==> src/common/fifo_status_pkg.sv <==
`default_nettype none
package fifo_status_pkg;
  // fifo geometry
  localparam int unsigned FIFO_DEPTH    = 4;
  localparam int unsigned DATA_W        = 8;
  localparam int unsigned PTR_W         = 2;
  localparam int unsigned CNT_W         = 3;
  localparam int unsigned LEVEL_HALF    = 2;
  localparam logic [7:0]  DATA_RESET    = 8'h00;
  // source select encodings
  localparam logic [1:0]  SRC_BUS       = 2'h0;
  localparam logic [1:0]  SRC_ACC_ZERO  = 2'h1;
  localparam logic [1:0]  SRC_ACC_ONE   = 2'h2;
  localparam logic [1:0]  SRC_ALU       = 2'h3;
  // register offsets and fields
  localparam logic [3:0]  OFS_AUX_CTRL  = 4'h0;
  localparam logic [3:0]  OFS_CFG       = 4'h1;
  localparam logic [3:0]  OFS_STATUS    = 4'h2;
  localparam logic [3:0]  OFS_DATA0     = 4'h4;
  localparam logic [3:0]  OFS_DATA1     = 4'h5;
  localparam int unsigned AUX_LVL0_BIT  = 0;
  localparam int unsigned AUX_LVL1_BIT  = 1;
  localparam int unsigned CFG_SEL0_LSB  = 0;
  localparam int unsigned CFG_SEL1_LSB  = 2;
  localparam int unsigned CFG_EDGE_BIT  = 4;
  localparam int unsigned CFG_FAST_BIT  = 5;
  localparam logic [7:0]  AUX_RESET     = 8'h00;
  localparam logic [7:0]  CFG_RESET     = 8'h00;
  // datapath clock divider default
  localparam int unsigned DP_DIV_DEFAULT = 4;
endpackage : fifo_status_pkg
`default_nettype wire

==> src/logic/datapath_fifo_status_load.sv <==
// Notes on behaviour
// - each fifo drives bus and block status
// - bus status serves as cpu interrupt request
// - input, level 0: bus high when room
// - input, level 1: bus needs two free
// - input: block status flags empty
// - output, level 0: bus high when data
// - output, level 1: bus needs two bytes
// - output: block status flags full
// - level bits live in aux control register
// - simultaneous read and write both apply
// - load sampled on datapath or fast clock
// - level mode stores while request high
// - edge mode stores once per rise
// - one bit sets mode for both fifos
// - edge detect runs at sampling rate
// - four bytes, cleared to zero at reset
// - source select picks bus or datapath source
`timescale 1ns/1ns
`default_nettype none
module datapath_fifo_status_load
  import fifo_status_pkg::*;
#(
  parameter int unsigned DP_DIV = fifo_status_pkg::DP_DIV_DEFAULT
)
(
  // clock and reset
  input  wire logic        i_mclk,
  input  wire logic        i_rst,
  // register port
  input  wire logic [3:0]  i_addr,
  input  wire logic [7:0]  i_wdata,
  input  wire logic        i_wr,
  input  wire logic        i_rd,
  output logic      [7:0]  o_rdata,
  // datapath sources
  input  wire logic [7:0]  i_accumulator_zero,
  input  wire logic [7:0]  i_accumulator_one,
  input  wire logic [7:0]  i_alu_result,
  // datapath load and consume
  input  wire logic [1:0]  i_fifo_load_request,
  input  wire logic [1:0]  i_dp_consume,
  output logic      [7:0]  o_dp_data0,
  output logic      [7:0]  o_dp_data1,
  // status into routing
  output logic      [1:0]  o_bus_status,
  output logic      [1:0]  o_block_status
);
  import fifo_status_pkg::*;

  typedef struct packed
  {
    logic [7:0] aux_control_working_reg;
    logic [7:0] block_config_word_fifteen;
    logic [1:0] ld_prev;
    logic [7:0] rdata;
    logic [7:0] dp_data0;
    logic [7:0] dp_data1;
    logic [1:0] bus_stat;
    logic [1:0] blk_stat;
    logic [$clog2(DP_DIV)-1:0] div;
  } top_state_t;

  top_state_t st_r;
  top_state_t st_nxt;

  logic [1:0][7:0]  fifo_rdata;
  logic [1:0][CNT_W-1:0] fifo_count;
  logic             dp_tick;
  logic             edge_mode;
  logic             fast_mode;
  logic             sample_en;

  // a divider of one would leave no slow tick to tell apart from fast mode
  if (DP_DIV < 2)
  begin : g_bad_div
    $error("datapath divider must be at least 2");
  end

  // datapath clock is an enable pulse from the divider
  assign dp_tick   = (st_r.div == '0);
  assign edge_mode = st_r.block_config_word_fifteen[CFG_EDGE_BIT];
  assign fast_mode = st_r.block_config_word_fifteen[CFG_FAST_BIT];
  // fast mode samples every system clock, otherwise the datapath tick
  assign sample_en = fast_mode ? 1'b1 : dp_tick;

  // per fifo source mux, load control and read side
  for (genvar f = 0; f < 2; f++)
  begin : g_fifo
    logic [1:0] fifo_source_select;
    logic       is_input;
    logic       ld_now;
    logic       bus_access;
    // per fifo strobes kept local so each process owns its own variables
    logic       fifo_write_pulse;
    logic       fifo_read;
    logic [7:0] fifo_wdata;
    assign fifo_source_select =
      st_r.block_config_word_fifteen[(f == 0 ? CFG_SEL0_LSB : CFG_SEL1_LSB) +: 2];
    assign is_input   = (fifo_source_select == SRC_BUS);
    assign ld_now     = i_fifo_load_request[f];
    assign bus_access = (i_addr == (f == 0 ? OFS_DATA0 : OFS_DATA1));

    // cpu writes in input mode, datapath loads in output mode
    always_comb
    begin
      unique case (fifo_source_select)
        SRC_BUS:      fifo_wdata = i_wdata;
        SRC_ACC_ZERO: fifo_wdata = i_accumulator_zero;
        SRC_ACC_ONE:  fifo_wdata = i_accumulator_one;
        SRC_ALU:      fifo_wdata = i_alu_result;
      endcase
      if (is_input)
      begin
        fifo_write_pulse = i_wr && bus_access;
        fifo_read        = i_dp_consume[f] && dp_tick;
      end
      else if (edge_mode)
      begin
        // one store per rise; low must be seen before next rise
        fifo_write_pulse = sample_en && ld_now && !st_r.ld_prev[f];
        fifo_read        = i_rd && bus_access;
      end
      else
      begin
        fifo_write_pulse = sample_en && ld_now;
        fifo_read        = i_rd && bus_access;
      end
    end

    byte_fifo4 #(
      .DEPTH (FIFO_DEPTH)
    ) u_fifo (
      .i_mclk  (i_mclk),
      .i_rst   (i_rst),
      .i_wr    (fifo_write_pulse),
      .i_wdata (fifo_wdata),
      .i_rd    (fifo_read),
      .o_rdata (fifo_rdata[f]),
      .o_count (fifo_count[f])
    );
  end

  // registers, status decode, edge history
  always_comb
  begin
    logic [CNT_W-1:0] cnt;
    logic             lvl;
    logic             inp;
    st_nxt = st_r;
    cnt    = '0;
    lvl    = 1'b0;
    inp    = 1'b0;
    st_nxt.div = (st_r.div == $clog2(DP_DIV)'(DP_DIV - 1)) ? '0 : st_r.div + 1'b1;
    // history updates only when sampled, so the edge is seen at that rate
    for (int f = 0; f < 2; f++)
    begin
      if (sample_en)
        st_nxt.ld_prev[f] = i_fifo_load_request[f];
    end
    if (i_wr)
    begin
      unique case (i_addr)
        OFS_AUX_CTRL: st_nxt.aux_control_working_reg   = i_wdata;
        OFS_CFG:      st_nxt.block_config_word_fifteen = i_wdata;
        default:      ;
      endcase
    end
    // read data stands the cycle after the strobe only
    st_nxt.rdata = 8'h00;
    if (i_rd)
    begin
      unique case (i_addr)
        OFS_AUX_CTRL: st_nxt.rdata = st_r.aux_control_working_reg;
        OFS_CFG:      st_nxt.rdata = st_r.block_config_word_fifteen;
        OFS_STATUS:   st_nxt.rdata = {4'h0, st_r.blk_stat, st_r.bus_stat};
        OFS_DATA0:    st_nxt.rdata = fifo_rdata[0];
        OFS_DATA1:    st_nxt.rdata = fifo_rdata[1];
        default:      st_nxt.rdata = 8'h00;
      endcase
    end
    // status from the fifo's registered count, applying direction and level
    for (int f = 0; f < 2; f++)
    begin
      cnt = fifo_count[f];
      lvl = st_r.aux_control_working_reg[f == 0 ? AUX_LVL0_BIT : AUX_LVL1_BIT];
      inp = (st_r.block_config_word_fifteen[(f == 0 ? CFG_SEL0_LSB : CFG_SEL1_LSB) +: 2] == SRC_BUS);
      if (inp)
      begin
        st_nxt.bus_stat[f] = lvl ? ((CNT_W'(FIFO_DEPTH) - cnt) >= CNT_W'(LEVEL_HALF))
                                 : (cnt != CNT_W'(FIFO_DEPTH));
        st_nxt.blk_stat[f] = (cnt == '0);
      end
      else
      begin
        st_nxt.bus_stat[f] = lvl ? (cnt >= CNT_W'(LEVEL_HALF)) : (cnt != '0);
        st_nxt.blk_stat[f] = (cnt == CNT_W'(FIFO_DEPTH));
      end
    end
    st_nxt.dp_data0 = fifo_rdata[0];
    st_nxt.dp_data1 = fifo_rdata[1];
  end

  // all control state in one register; reset is empty fifo status
  always_ff @(posedge i_mclk or posedge i_rst)
  begin
    if (i_rst)
    begin
      st_r <= '0;
      st_r.aux_control_working_reg   <= AUX_RESET;
      st_r.block_config_word_fifteen <= CFG_RESET;
      st_r.bus_stat <= 2'h3; // input mode, empty: room and
      st_r.blk_stat <= 2'h3; // empty both high
    end
    else
      st_r <= st_nxt;
  end

  assign o_rdata        = st_r.rdata;
  assign o_dp_data0     = st_r.dp_data0;
  assign o_dp_data1     = st_r.dp_data1;
  assign o_bus_status   = st_r.bus_stat;
  assign o_block_status = st_r.blk_stat;
endmodule : datapath_fifo_status_load
`default_nettype wire

==> src/logic/byte_fifo4.sv <==
`timescale 1ns/1ns
`default_nettype none
module byte_fifo4
  import fifo_status_pkg::*;
#(
  parameter int unsigned DEPTH = fifo_status_pkg::FIFO_DEPTH
)
(
  // clock and reset
  input  wire logic              i_mclk,
  input  wire logic              i_rst,
  // write side
  input  wire logic              i_wr,
  input  wire logic [7:0]        i_wdata,
  // read side
  input  wire logic              i_rd,
  output logic      [7:0]        o_rdata,
  // status
  output logic      [CNT_W-1:0]  o_count
);
  typedef struct packed
  {
    logic [DEPTH-1:0][7:0] mem;
    logic [PTR_W-1:0]      wp;
    logic [PTR_W-1:0]      rp;
    logic [CNT_W-1:0]      cnt;
  } fifo_state_t;

  fifo_state_t st_r;
  fifo_state_t st_nxt;

  // pointer width is fixed by the package, so depth must fill it exactly
  if (DEPTH != (1 << PTR_W))
  begin : g_bad_depth
    $error("depth must match pointer width");
  end

  // pointers move independently; overflow overwrites the oldest byte
  always_comb
  begin
    st_nxt = st_r;
    if (i_wr)
    begin
      st_nxt.mem[st_r.wp] = i_wdata;
      st_nxt.wp = st_r.wp + PTR_W'(1);
    end
    if (i_rd)
      st_nxt.rp = st_r.rp + PTR_W'(1);
    // simultaneous read and write keeps the count
    if (i_wr && !i_rd && st_r.cnt != CNT_W'(DEPTH))
      st_nxt.cnt = st_r.cnt + CNT_W'(1);
    else if (i_rd && !i_wr && st_r.cnt != CNT_W'(0))
      st_nxt.cnt = st_r.cnt - CNT_W'(1);
    else if (i_wr && !i_rd)
      st_nxt.rp = st_r.rp + PTR_W'(1); // full write pushes read side on
  end

  // contents clear to zero at reset
  always_ff @(posedge i_mclk or posedge i_rst)
  begin
    if (i_rst)
      st_r <= '0;
    else
      st_r <= st_nxt;
  end

  assign o_rdata = st_r.mem[st_r.rp];
  assign o_count = st_r.cnt;
endmodule : byte_fifo4
`default_nettype wire

==> config.mk <==
export PLATFORM = sky130hd
export DESIGN_NAME = datapath_fifo_status_load
export DESIGN_NICKNAME = d
export VERILOG_FILES = /design/src/common/fifo_status_pkg.sv /design/src/logic/datapath_fifo_status_load.sv /design/src/logic/byte_fifo4.sv
export SDC_FILE = /design/constraint.sdc
export NUM_CORES = 1
export LEC_CHECK = 0
export BUFFER_PORTS_ARGS = -buffer_cell sky130_fd_sc_hd__buf_2
export CAP_MARGIN = 10
export CORE_UTILIZATION = 53
export DETAILED_ROUTE_END_ITERATION = 7
export GPL_TIMING_DRIVEN = 0
export PLACE_DENSITY = 0.76
export SYNTH_ARGS = -nofsm -noshare
export SYNTH_HDL_FRONTEND = slang
export SYNTH_HIERARCHICAL = 1
export SYNTH_SLANG_ARGS = --single-unit
==> constraint.sdc <==
create_clock -name i_mclk -period 2.5 [get_ports i_mclk]
set_input_delay 0 -clock i_mclk [delete_from_list [all_inputs] [get_ports i_mclk]]
set_output_delay 0 -clock i_mclk [all_outputs]
set_load 0.005 [all_outputs]
==> Word level (Yosys, flattened, before mapping) <==
Cells that the tools add are included.
{ "op_classes": {"order_cmp": 10, "n_mux": 42, "bitwise_logic": 0, "eq_ne": 15, "mul": 0, "reduce_logical": 38, "shift": 0, "addsub": 11, "div": 0} }
{ "op_table": {"columns": ["op", "n"], "rows": [
  ["$bwmux W32", 2],
  ["$pmux W8 S4", 2],
  ["$mux W8", 5],
  ["$pmux W8 S5", 1],
  ["$bmux W8 S2", 2],
  ["$demux W8 S2", 2],
  ["$logic_and A1 B1 Y1", 20],
  ["$mux W2", 9],
  ["$mux W1", 15],
  ["$ge A3 B2 Y1 const B", 4],
  ["$lt A2 B3 Y1 const B", 4],
  ["$mux W3", 4],
  ["$add A2 B1 Y2 const B", 5],
  ["$eq A2 B2 Y1 const B", 5],
  ["$eq A4 B3 Y1 const B", 2],
  ["$add A3 B1 Y3 const B", 2],
  ["$eq A3 B3 Y1 const B", 2],
  ["$logic_not A1 Y1", 6],
  ["$logic_not A2 Y1", 3],
  ["$logic_not A3 Y1", 2],
  ["$ne A3 B3 Y1 const B", 2],
  ["$reduce_bool A3 Y1", 2],
  ["$sub A3 B1 Y3 const B", 2],
  ["$sub A3 B3 Y3 const A", 2],
  ["7 further kinds", 11]
]} }
{ "totals": {"latchBits": 0, "n_memories": 0, "ff_bits": 126, "rom_bits": 0, "mem_bits_rw": 0, "wordCells": 139, "input_bits": 44} }

==> Logic depth before layout (Yosys ltp) <==
{ "logic_depth": {"word_depth": 11, "depth_mapped": 12, "depth_no_buf": 10} }

==> Cells and area by module <==
The synthesis kept the hierarchy.
{ "by_module_without_submodules": {"columns": ["module", "cells_each", "area_per_inst_um2", "instances"], "rows": [
  ["byte_fifo4", 128, 1881.8, 2],
  ["datapath_fifo_status_load", 210, 2768.9, 1]
]} }

==> Worst setup path after synthesis <==
No wires, ideal clock.
{ "synth_path": {"path_kind": "flip-flop to flip-flop", "from": "reg st_r, in the netlist g_fifo[1].fifo_source_select[1]", "to": "reg g_fifo[1].u_fifo.st_r, in the netlist g_fifo[1].u_fifo/o_count[2]", "slack_ns": 0.048, "setup_ns": 0.127, "t_arrival_ns": 2.325, "path_buffers": 3, "required_time_ns": 2.373, "path_stages_with_launch": 12, "cell_sequence": "dfrtp_1 buf_2 nor2_1 a211oi_1 a31o_1 buf_6 buf_12 nand3_1 fa_1 or3b_1 a21oi_1 a211oi_1"} }
{ "synth_between": {"elab_chain_cells": 6} }
{ "synth_rtl": {"columns": ["element", "line_no", "rtl"], "rows": [
  ["start: declaration", "datapath_fifo_status_load.sv:64", "top_state_t st_r;"],
  ["start signal: assignment", "datapath_fifo_status_load.sv:216", "st_r <= st_nxt;"],
  ["$logic_not A2 Y1 *", "datapath_fifo_status_load.sv:100", "assign is_input = (fifo_source_select == SRC_BUS);"],
  ["$mux W1 *", "datapath_fifo_status_load.sv:113", "if (is_input)"],
  ["named net g_fifo[1].fifo_write_pulse", "datapath_fifo_status_load.sv:95", "logic fifo_write_pulse;"],
  ["$logic_not A1 Y1", "byte_fifo4.sv:52", "else if (i_rd && !i_wr && st_r.cnt != CNT_W'(0))"],
  ["$logic_and A1 B1 Y1 (2 in a row)", "byte_fifo4.sv:52", null],
  ["$reduce_bool A2 Y1 (no line)", null, null],
  ["end signal: assignment", "byte_fifo4.sv:64", "st_r <= st_nxt;"],
  ["end: declaration", "byte_fifo4.sv:29", "fifo_state_t st_r;"]
]} }
The timed path passes the listed nets; every way through them passes the cells marked *.
A chain may end at the register's enable or synchronous reset.

==> results.py <==
metrics = {
    "outcome": {
        "outcome": "completed",
    },
    "cts": {
        "max-clock-path-buffers": 2,
        "clk_transition_reported_paths_ns": 0.05,
        "cts_sinks": 126,
        "cts.htree.levels": 4,
        "root_buffer": "clkbuf_16",
        "cts_made_buffers": 17,
        "clk_latency_ns": 0.41,
        "tritoncts_clock_tree": "done",
    },
    "logic_synthesis": {
        "synth-seq-cells": 126,
        "synth_cell_type_count": 42,
        "seq_area_frac_synth_pct": 48.3,
        "yosysWarningCount": 6,
        "synth_enable_flop_cells": 0,
        "syn-cell-area_um2": 6530,
        "synthCells": 466,
        "synth.net_count": 530,
        "postSynthAreaPerCell_um2": 14.0,
        "synth-async-reset-ratio_pct": 100,
        "dominantRegCellSynth": "dfrtp_1",
    },
    "global_routing": {
        "grt_pass1_vias": 4573,
        "pin_count_of_the_biggest_net_entering_global_routing": 43,
        "grt_usage_pct": 24.7,
        "grt_overflow": 0,
        "grt_antenna_before_repair": 0,
        "grt_first_pass_wirelength_um": 23500,
    },
    "worst_setup_path": {
        "required_ns": 2.79,
        "timing.critical_path.arrival_ns": 2.70,
        "critPathCaptureType": "register",
        "startpoint_type": "register",
        "setup.worst_path.class": "reg -> reg",
        "critPathMaxFanout": 10,
    },
    "floorplan": {
        "initial_core_util_pct": 54.4,
        "floorplan.die_area_um2": 12800,
        "fp.coreArea_um2": 12000,
        "io_pins": 72,
        "placement_rows": 40,
        "fp.dieW_um": 113,
        "die_height_um": 113,
    },
    "sta": {
        "final.setup_skew_ns": 0.00547,
        "finalWorstSetupSlack_ns": 0.0908,
        "hold_slack_ns": 0.0751,
        "maxSlewHeadroom_pct": 52.8,
        "report.final.hold_viol_count": 0,
        "final_max_tran_viols": 0,
        "rsz0062_at_grt": "no",
        "fmax_ghz": 0.415,
        "final.period_utilization_pct": 96.4,
        "final_period_minus_worst_setup_slack_ns": 2.41,
        "final-setup-viol-count": 0,
        "worst_pin_slew_ns": 0.708,
    },
    "placement": {
        "dpl-instance-area_um2": 7140,
        "place_ws_ns": -0.366,
        "routabilityCongestion": 0.791,
        "port_buffers": 70,
        "post-dp-hpwl_um": 10000,
    },
    "pwr": {
        "fraction_of_power_spent_switching_nets_pct": 30.8,
        "cell_internal_pwr_w": 0.00634,
        "p_switching_w": 0.00282,
        "power_frac_seq_pct": 36.9,
        "clockPowerShare_pct": 26.1,
        "power_density_nw_per_um2": 1150,
        "combinationalPowerShare_pct": 37.0,
        "static-leakage-power_nw": 3.66,
        "vdd_ir_drop_max_mv": 0.743,
    },
    "worst_hold_path": {
        "hold_path.class": "in -> reg",
    },
    "cells_and_area": {
        "insertedDiodeCount": 0,
        "layout.nets": 641,
        "synthToLayoutAreaGrowth_pct": 21.8,
        "num-fill-cells": 844,
        "layout_cell_share_with_drive_strength_beyond_1_pct": 54.5,
        "most-common-layout-cells": "122 x dfrtp_1, 89 x mux2_2, 77 x buf_2, 43 x buf_4, 34 x mux4_2",
        "final_cell_area_um2": 7960,
        "postLayoutCoreUtil_pct": 66.3,
        "layout_commonest_cell": "dfrtp_1",
    },
    "route": {
        "route.detailed.wl_per_inst_um": 19.5,
        "ant_nets": 0,
        "drtPass1Iterations": 4,
        "remaining_drc_errors": 0,
        "route.detailed.vias_per_inst": 5.71,
        "first_iter_violations": 199,
        "routed_vias": 4200,
        "drt_wl_total_um": 14300,
    },
    "job": {
        "timing.max_cap.violations": 0,
    },
}
-- worst max-delay path, stage by stage, from the launching register on --
cell and delay, ns:
dfrtp_1 0.39, inv_2 0.08, ha_4 0.16, o21ai_1 0.10
a211oi_2 0.19, a31o_2 0.15, buf_6 0.11, buf_12 0.12
nand3_2 0.07, fa_2 0.36, or3b_1 0.37, a21oi_2 0.13
a211oi_1 0.06
-- metal layers --
metal / GRT usage (%) / vias up / routed length (um)
met4: 8.07 / 0 / 217
met5: 0 / - / 0
met3: 6.53 / 16 / 875
met1: 32.0 / 2164 / 6050
li1: - / 1885 / -
met2: 40.8 / 135 / 7180
-- final timing paths --
path	from	endpoint	slack, ns	cells after the start
min in group asynchronous	i_rst	o_dp_data1[2]	0.10	3
hold / removal	i_addr[3]	o_rdata[1]	0.08	4
setup reg to reg	st_r[0]	g_fifo[0].u_fifo/o_count[2]	0.09	12
max in group asynchronous	i_rst	g_fifo[1].u_fifo/st_r[13]	1.63	4
setup / recovery	st_r[0]	g_fifo[0].u_fifo/o_count[2]	0.09	12
hold reg to reg	st_r[38]	st_r[38]	0.49	1
-- sequential cells by signal, indices dropped and copies added (netlist names), 2 cells and up --
| register | count |
|---|---|
| g_fifo.fifo_source_select | 4 |
| st_r | 14 |
| o_dp_data0 | 8 |
| o_block_status | 2 |
| g_fifo.u_fifo/o_count | 6 |
| o_rdata | 8 |
| o_dp_data1 | 8 |
| g_fifo.u_fifo/st_r | 72 |
| o_bus_status | 2 |
-- synth_stat cells (all sizes together) (3+ instances only) --
master  number  area, um^2
inv         19        71.3
o21ai       13        65.1
nand2       28         135
nand3b       3        22.5
ha          18         225
dfstp        4         105
and4bb       3        41.3
dfrtp      122        3050
a21oi       10        50.1
xor2         6        52.6
buf         50         395
mux4        34         766
nor2        18        75.1
mux2        94        1060
xnor2        6        52.6
nor3b        3        27.5
nand3        5        30.0
a22oi        8        60.1
a211oi       4        30.0
-- per-stage QoR --
stage	std cells	TNS, ns	total power [W]
after floorplan	466	0	0.00573
after detailed placement	686	-0.710	0.00667
after global placement	683	-0.467	0.00644
final	736	0	0.00916
after global routing	736	0	0.00969
after CTS	736	0	0.00921
-- logic make-up after synthesis --
| logic type | share of synthesized area (%) |
|---|---|
| AO/OA/AOI/OAI | 4.14 |
| AND/OR/NAND/NOR | 6.78 |
| flip-flops | 48.3 |
| XOR/XNOR | 1.61 |
| adder cells (fa/ha/maj) | 4.06 |
| multiplexers | 27.9 |
| buffers and inverters | 7.14 |
-- area by class of cell --
| type | instances | area (um^2) | share of cell area (%) |
|---|---|---|---|
| repair buffers | 92 | 601 | 7.55 |
| clock inverters | 10 | 114 | 1.43 |
| multi-input cells | 271 | 2960 | 37.2 |
| plain buffers | 50 | 398 | 5.00 |
| well taps | 147 | 184 | 2.31 |
| inverters | 19 | 71.3 | 0.896 |
| flip-flops and latches | 126 | 3160 | 39.7 |
| clock buffers | 21 | 470 | 5.91 |
-- power groups by stage --
stage	combinational, W	clock (W)	sequential, W
detailed placement	0.00330	0	0.00337
CTS	0.00341	0.00243	0.00337
finish	0.00339	0.00239	0.00338
global placement	0.00313	0	0.00331
global route	0.00369	0.00253	0.00347
floorplan	0.00251	0	0.00322
-- repair_timing --
item / in CTS / in global routing
endpoints found under the setup margin: 3 / 3
buffers inserted: 6 / 0
endpoints found under the hold margin: 97 / 0
pin swaps: 6 / 4
hold buffers: 13 / 0
gates resized for setup: 15 / 4
Note: power is estimated with default switching activity, not from simulation.
